File: src/rtl/uag_pkg.sv
// Behaviour
// - Software sets speaker volume anywhere from +6 dB down to -32 dB.
// - Speaker mute bit low silences playback; high plays at programmed volume.
// - Volume register at 1CH: code in bits 0-6, active-low mute bit 7, reset 0.
// - Volume code is 7-bit two's complement; 0.5 dB steps to -12 dB, 1 dB below.
// - Six-bit mic gain field in bits 0-5 gives 0 to 19.5 dB.
// - Mic gain scales the 16-bit converter samples before recording.
// - Gain rises 0.5 dB per code to 19.5 dB; codes 100111 and above hold 19.5 dB.
// - Bit 6 of the mic gain register always reads zero.
// - Mic mute bit 7 low mutes the microphone; high records normally.
// - Writing the record low byte only loads an 8-bit holding buffer.
// - Writing the record high byte pushes held low and new high as one sample.
package uag_pkg;

  // Register offsets
  localparam logic [7:0] SPK_VOL_OFS  = 8'h1C;
  localparam logic [7:0] MIC_GAIN_OFS = 8'h30;
  localparam logic [7:0] REC_LO_OFS   = 8'h31;
  localparam logic [7:0] REC_HI_OFS   = 8'h32;
  localparam logic [7:0] PUSH_CNT_OFS = 8'h33;

  // Reset values
  localparam logic [7:0] SPK_VOL_RST  = 8'h00;
  localparam logic [7:0] MIC_GAIN_RST = 8'h00;

  // Field positions
  localparam int unsigned MUTE_BIT   = 7;
  localparam int unsigned UNUSED_BIT = 6;

  // Volume and gain code limits
  localparam logic [6:0] VOL_MAX      = 7'h0C;
  localparam logic [6:0] VOL_FINE_MIN = 7'h68;
  localparam logic [6:0] VOL_MIN      = 7'h54;
  localparam logic [5:0] MIC_CODE_MAX = 6'h27;

  // Gain arithmetic: Q14 step table, twelve half-dB steps per octave
  localparam logic [7:0] HALF_DB_BIAS = 8'h48;
  localparam logic [7:0] OCT_STEPS    = 8'h0C;
  localparam logic [5:0] GAIN_SHIFT   = 6'h14;
  localparam logic signed [15:0] SMP_MAX = 16'sh7FFF;
  localparam logic signed [15:0] SMP_MIN = -16'sh8000;

  // One audio sample with its valid strobe
  typedef struct packed {
    logic               vld;
    logic signed [15:0] data;
  } uag_smp_s;

  // Register state of the gain and mute path
  typedef struct packed {
    logic [7:0] spk_vol;
    logic [7:0] mic_ctrl;
    logic [7:0] rec_lo;
    logic [7:0] rd_data;
    uag_smp_s   iso;
    logic [7:0] push_cnt;
  } uag_regs_s;

  // Linear factor of r half-dB steps within one octave, Q14
  function automatic logic [15:0] uag_step_mult(input logic [3:0] r);
    case (r)
      4'h0:    return 16'h4000;
      4'h1:    return 16'h43CE;
      4'h2:    return 16'h47D6;
      4'h3:    return 16'h4C1C;
      4'h4:    return 16'h50A3;
      4'h5:    return 16'h556E;
      4'h6:    return 16'h5A82;
      4'h7:    return 16'h5FE4;
      4'h8:    return 16'h6598;
      4'h9:    return 16'h6BA2;
      4'hA:    return 16'h7209;
      4'hB:    return 16'h78D1;
      default: return 16'h4000;
    endcase
  endfunction : uag_step_mult

endpackage : uag_pkg

File: src/rtl/uag_gain_stage.sv
`timescale 1ns/1ps
`default_nettype none
module uag_gain_stage
  import uag_pkg::*;
(
  // Clock and reset
  input  wire logic               mclk,
  input  wire logic               sys_rst,
  // Gain setting in signed half-dB units, and mute
  input  wire logic signed [7:0]  half_db,
  input  wire logic               mute,
  // Sample stream
  input  wire uag_smp_s           smp_in,
  output var  uag_smp_s           smp_out
);

  uag_smp_s st_q;
  uag_smp_s st_d;

  logic        [7:0]  biased;
  logic        [3:0]  oct;
  logic        [3:0]  step;
  logic signed [32:0] prod;
  logic signed [47:0] scaled;

  // Split gain into octave shift and in-octave step; one cycle latency
  always_comb begin
    biased = 8'(half_db + signed'(HALF_DB_BIAS));
    oct    = 4'(biased / OCT_STEPS);
    step   = 4'(biased % OCT_STEPS);
    prod   = smp_in.data * signed'({1'b0, uag_step_mult(step)});
    scaled = (48'(prod) <<< oct) >>> GAIN_SHIFT;
    st_d.vld = smp_in.vld;
    if (mute) begin
      st_d.data = '0;
    end else if (scaled > 48'(SMP_MAX)) begin
      st_d.data = SMP_MAX;
    end else if (scaled < 48'(SMP_MIN)) begin
      st_d.data = SMP_MIN;
    end else begin
      st_d.data = 16'(scaled);
    end
  end

  always_ff @(posedge mclk) begin
    if (sys_rst) begin
      st_q <= '0;
    end else begin
      st_q <= st_d;
    end
  end

  assign smp_out = st_q;
endmodule : uag_gain_stage
`default_nettype wire

File: src/rtl/uag_gain_path.sv
// Decided for this implementation: the plain strobed port.
`timescale 1ns/1ps
`default_nettype none
module uag_gain_path
  import uag_pkg::*;
(
  // Clock and reset
  input  wire logic       mclk,
  input  wire logic       sys_rst,
  // Register port
  input  wire logic [7:0] reg_addr,
  input  wire logic [7:0] reg_wdata,
  input  wire logic       reg_wr,
  input  wire logic       reg_rd,
  output logic      [7:0] reg_rdata,
  // Playback stream from the USB OUT pipe to the speaker
  input  wire uag_smp_s   spk_in,
  output var  uag_smp_s   spk_out,
  // Record stream from the converter, after gain
  input  wire uag_smp_s   adc_in,
  output var  uag_smp_s   mic_out,
  // Firmware sample into the isochronous IN buffer
  output var  uag_smp_s   iso_in
);

  uag_regs_s st_q;
  uag_regs_s st_d;

  logic signed [7:0] spk_half_db;
  logic signed [7:0] mic_half_db;
  logic              wr_vol;
  logic              wr_mic;
  logic              wr_lo;
  logic              wr_hi;

  // Volume code to signed half-dB units; out-of-table codes clamp
  function automatic logic signed [7:0] vol_to_half_db(input logic [6:0] c);
    logic signed [7:0] v;
    logic signed [7:0] top;
    logic signed [7:0] fine;
    logic signed [7:0] low;
    v    = signed'({c[6], c});
    top  = signed'({VOL_MAX[6], VOL_MAX});
    fine = signed'({VOL_FINE_MIN[6], VOL_FINE_MIN});
    low  = signed'({VOL_MIN[6], VOL_MIN});
    if (v > top) begin
      return top;
    end else if (v >= fine) begin
      return v;
    end else if (v >= low) begin
      return (v <<< 1) - fine;
    end else begin
      return (low <<< 1) - fine;
    end
  endfunction : vol_to_half_db

  // Mic code to half-dB units, flat above the top code
  function automatic logic signed [7:0] mic_to_half_db(input logic [5:0] c);
    if (c > MIC_CODE_MAX) begin
      return signed'({2'h0, MIC_CODE_MAX});
    end else begin
      return signed'({2'h0, c});
    end
  endfunction : mic_to_half_db

  // Write decode
  assign wr_vol = reg_wr && (reg_addr == SPK_VOL_OFS);
  assign wr_mic = reg_wr && (reg_addr == MIC_GAIN_OFS);
  assign wr_lo  = reg_wr && (reg_addr == REC_LO_OFS);
  assign wr_hi  = reg_wr && (reg_addr == REC_HI_OFS);

  assign spk_half_db = vol_to_half_db(st_q.spk_vol[6:0]);
  assign mic_half_db = mic_to_half_db(st_q.mic_ctrl[5:0]);

  // Next state of registers, read data and IN-buffer push
  always_comb begin
    st_d = st_q;
    if (wr_vol) begin
      st_d.spk_vol = reg_wdata;
    end
    if (wr_mic) begin
      st_d.mic_ctrl = reg_wdata;
      st_d.mic_ctrl[UNUSED_BIT] = 1'b0;
    end
    // Low byte only waits here; nothing reaches the buffer
    if (wr_lo) begin
      st_d.rec_lo = reg_wdata;
    end
    // High byte completes the sample and pushes it in one go
    st_d.iso.vld = wr_hi;
    if (wr_hi) begin
      st_d.iso.data = signed'({reg_wdata, st_q.rec_lo});
      st_d.push_cnt = 8'(st_q.push_cnt + 8'h01);
    end
    // Read data stands one cycle only; unmapped reads give zero
    st_d.rd_data = 8'h00;
    if (reg_rd) begin
      case (reg_addr)
        SPK_VOL_OFS:  st_d.rd_data = st_q.spk_vol;
        MIC_GAIN_OFS: st_d.rd_data = st_q.mic_ctrl;
        REC_LO_OFS:   st_d.rd_data = st_q.rec_lo;
        PUSH_CNT_OFS: st_d.rd_data = st_q.push_cnt;
        default:      st_d.rd_data = 8'h00;
      endcase
    end
  end

  // State register
  always_ff @(posedge mclk) begin
    if (sys_rst) begin
      st_q          <= '0;
      st_q.spk_vol  <= SPK_VOL_RST;
      st_q.mic_ctrl <= MIC_GAIN_RST;
    end else begin
      st_q <= st_d;
    end
  end

  assign reg_rdata = st_q.rd_data;
  assign iso_in    = st_q.iso;

  // Playback volume; active-low mute bit zeroes output
  uag_gain_stage u_spk_gain (
    .mclk    (mclk),
    .sys_rst (sys_rst),
    .half_db (spk_half_db),
    .mute    (!st_q.spk_vol[MUTE_BIT]),
    .smp_in  (spk_in),
    .smp_out (spk_out)
  );

  // Record gain on converter samples; same active-low mute
  uag_gain_stage u_mic_gain (
    .mclk    (mclk),
    .sys_rst (sys_rst),
    .half_db (mic_half_db),
    .mute    (!st_q.mic_ctrl[MUTE_BIT]),
    .smp_in  (adc_in),
    .smp_out (mic_out)
  );
endmodule : uag_gain_path
`default_nettype wire

File: config.mk
export PLATFORM = sky130hd
export DESIGN_NAME = uag_gain_path
export DESIGN_NICKNAME = d
export VERILOG_FILES = /design/src/rtl/uag_pkg.sv /design/src/rtl/uag_gain_stage.sv /design/src/rtl/uag_gain_path.sv
export SDC_FILE = /design/constraint.sdc
export NUM_CORES = 1
export LEC_CHECK = 0
export BUFFER_PORTS_ARGS = -buffer_cell sky130_fd_sc_hd__buf_2
export CAP_MARGIN = 20
export CORE_MARGIN = 10
export CORE_UTILIZATION = 45
export DETAILED_ROUTE_END_ITERATION = 8
export PLACE_DENSITY = 0.62
export SLEW_MARGIN = 30
export SYNTH_ARGS = -nofsm -noshare
export SYNTH_HDL_FRONTEND = slang
export SYNTH_SLANG_ARGS = --single-unit
File: constraint.sdc
create_clock -name mclk -period 14.3 [get_ports mclk]
set_clock_uncertainty 0.1 [all_clocks]
set_input_delay 2.86 -clock mclk [delete_from_list [all_inputs] [get_ports mclk]]
set_output_delay 2.86 -clock mclk [all_outputs]
set_load 0.005 [all_outputs]
==> results by group <==
Outcome
  • Status: finished clean

Synth
  • Synthesis-stage register bit count: 90
  • Post-synth net total: about 3,600
  • Adder and majority gate portion of the synthesized area: between 40 and 50%
  • Gate count of the mapped netlist: about 2,900
  • Area share of the largest cell type after synthesis: a little under a third
  • Mean post-synth cell area: 8.16 um^2
  • Dominant combinational cell family by area after synthesis: adder cells
  • Largest area contributor in the netlist: fa_1
  • Sequential fraction of the synthesis area: about 7.7%
  • Dominant synthesized flop cell: dfxtp_1
  • Count of synthesis-stage warnings from yosys: 0
  • Most common library cells after synthesis: inv_1 (486), nand2_1 (430), fa_1 (360), ha_1 (259), and2_1 (160)
  • Post-Synth XOR/XNOR Area: between 1.5 and 2%
  • Simple-gate area share of the yosys netlist: 19.2%
  • Number of unique standard cell types used by synthesis: between 100 and 150
  • Fraction of synthesis flops using an asynchronous set or reset pin: 0%
  • Most frequently used cell type in the post-synthesis netlist: inv_1
  • Number of synthesized flops with an enable pin: 0
  • Synthesized area: ~23,000 um^2
  • Largest cells by area after synthesis: fa_1 (31%), ha_1 (14%), inv_1 (7.8%), dfxtp_1 (7.7%), nand2_1 (6.9%)
  • Multiplexer fraction of the synthesized cell area: roughly 1.6%
  • Compound-gate portion of the synthesized area: between 10 and 15%

CTS
  • Clk sinks: 90
  • Number of gates resized after CTS: 0
  • TritonCTS buffer count: 9
  • H-tree level count: 3
  • Clock latency reported for the late side of the worst-skew pair: 0.34 ns
  • CTS tree: done
  • Number of buffers added for setup after CTS: 0
  • Deepest clock path buffer count: 2
  • Clock transition at path regs: approximately 0.07 ns
  • Hold buffer count at cts: 0
  • CTS Root Cell: clkbuf_16

Finish
  • Area taken by multi-input logic gates: between 15,000 and 20,000 um^2
  • Count of antenna diodes in the layout: 0
  • Total Nets Final: roughly 3,500
  • Fraction of final layout cells sized beyond drive strength 1: ~7.7%
  • Final non-filler cell total: 3,559
  • Footprint of the flip-flops and latches: 1800 um^2
  • Fraction of the core area covered by cells at the end of the flow: 48.0%
  • Filler cells: just over 5,000
  • Signed area change from the synthesized netlist to the final layout: 5.45%

STA
  • Setup total negative slack: 0 ns
  • Worst hold margin: 0.356 ns
  • Clock period minus final worst setup slack: 12.83 ns
  • Final cycle utilization of the critical path: between 80% and 90%
  • Setup ws final: roughly 1.5 ns
  • Hold Vio Cnt, Final: 0
  • Max-slew violations: 0
  • Tightest slew margin relative to the limit: just under 30%
  • Final Setup Violations: 0
  • Unrepaired setup endpoints after global routing: false
  • Worst Tran Pin Value: roughly 1.1 ns
  • Achievable frequency: approximately 0.078 GHz

Place
  • Placer Congestion: around 0.9
  • Detailed placement HPWL: between 50,000 and 60,000 um
  • Number of I/O port buffers: ~110
  • Post-placement setup slack: roughly 1.6 ns
  • Instance count after placement with tap cells included: roughly 3,500

Pwr
  • Reported leakage power: about 12 nW
  • Max VDD drop: around 55 uV
  • Power per Cell Area: 41.7 nW/um^2

Drt
  • Count of antenna-violating nets left after detailed routing: 0
  • Routed length per placed instance: 17.9 um
  • Detailed-route wire length: 63,700 um
  • Average vias per placed instance: ~5.5
  • First drt pass iteration count: 7
  • Via count: between 15,000 and 20,000
  • Detailed-route DRC error count: 0
  • Count of routing violations after the opening detailed-route iteration: 1,436

Setup path
  • Largest fanout of any net on the critical path: 20
  • CP Data Required Time: about 14 ns
  • Classification of the worst setup path: flop to flop
  • Startpoint type of the worst setup path: flop
  • Master of the slowest instance on the critical path: a2111oi_0
  • Worst stage delay on the critical path: about 0.74 ns
  • Critical Path End Type: flop
  • Worst Path Arrival: ~13 ns

Min path
  • Class of the tightest hold or removal check: flop to flop

Floorplan
  • Site row count: between 80 and 90
  • Core area: between 50,000 and 60,000 um^2
  • Die outline area: 61,700 um^2
  • Height of the die: 248 um
  • Die X-Extent: around 250 um
  • Count of pins on the block boundary: 113
  • Initial core utilization: between 40% and 50%

Global route
  • Wire length of the first global-routing pass: about 110,000 um
  • Maximum number of pins on one net before global-route repair: 54
  • GRT Util Overall: between 20% and 30%
  • Final global-route overflow total: 0
  • Via count of the first global-routing pass: 20,400
  • Initial antenna violation count: 0

Run
  • MaxCap Viol Count: 0
==> flip-flops by register name (all words and copies together), names as in the netlist <==
name and cells:
st_q 31, iso_in 17, u_mic_gain.smp_out 17, u_spk_gain.smp_out 17
reg_rdata 8
==> cell families after synthesis <==
family | Yosys count
compound gates | 480
fa+ha+maj | 619
xor+xnor | 51
flops | 90
simple gates | 956
mux | 35
buf+inv | 647
==> worst max-delay path: cells and delay by family (launching register included) <==
family	cells	cell delay, ns
AOI/OAI and AO/OA	11	3.81
xor gates and xnor gates	1	0.23
adders and majority gates	10	4.52
buffers and inverters	6	0.46
DFF	1	0.44
and+or+nand+nor	11	3.13
==> stage by stage <==
step / instance area [um^2] / total power, mW
2_1_floorplan: 23500 / 0.650
3_3_place_gp: 24400 / 0.785
3_5_place_dp: 24400 / 0.787
4_1_cts: 24700 / 1.03
5_1_grt: 24800 / 1.11
6_report: 24800 / 1.03
==> cell usage in the layout, fill, tap and decap left out, drive strengths merged, types with 10 or more instances in the layout <==
cell type	count
o211ai	19
o22ai	11
nor2	142
and3	32
nand4	11
o21ai	90
or3	12
nand3	56
buf	144
a21oi	146
mux2	10
nand2b	23
ha	259
nor3	34
and2	161
nor2b	24
a21o	37
o21a	15
o31ai	19
inv	490
a211oi	20
mux2i	25
nand2	430
a31oi	11
fa	360
dfxtp	90
xor2	18
xnor2	33
==> worst paths after layout <==
| path | endpoint | slack, ns | from | cells past startpoint |
|---|---|---|---|---|
| worst max-delay path | u_mic_gain.smp_out[2] | 1.47 | st_q[46] | 39 |
| worst max register to register | u_mic_gain.smp_out[2] | 1.47 | st_q[46] | 39 |
| worst min register to register | iso_in[7] | 0.36 | iso_in[7] | 2 |
| worst min-delay path | iso_in[7] | 0.36 | iso_in[7] | 2 |
==> per-layer routing <==
metal	GRT usage (%)	vias up	wire [um]
li1	-	9238	-
met1	30.2	9714	29300
met2	34.4	615	29500
met3	3.01	59	4250
met4	2.50	0	652
met5	0	-	0
==> cell type report <==
class	instances	area share, %
clock inverters	7	0.339
flip-flops and latches	90	7.28
inverters	488	7.40
clock buffers	9	0.910
well taps	680	3.44
repair buffers	144	3.24
multi-input cells	2141	77.4
==> report_power, final <==
group	leakage [nW]	switching, mW	internal, mW
registers	0.725	0.000252	0.251
clock network	0.149	0.105	0.138
logic	11.5	0.333	0.205
Power figures use the tool's default switching activity.
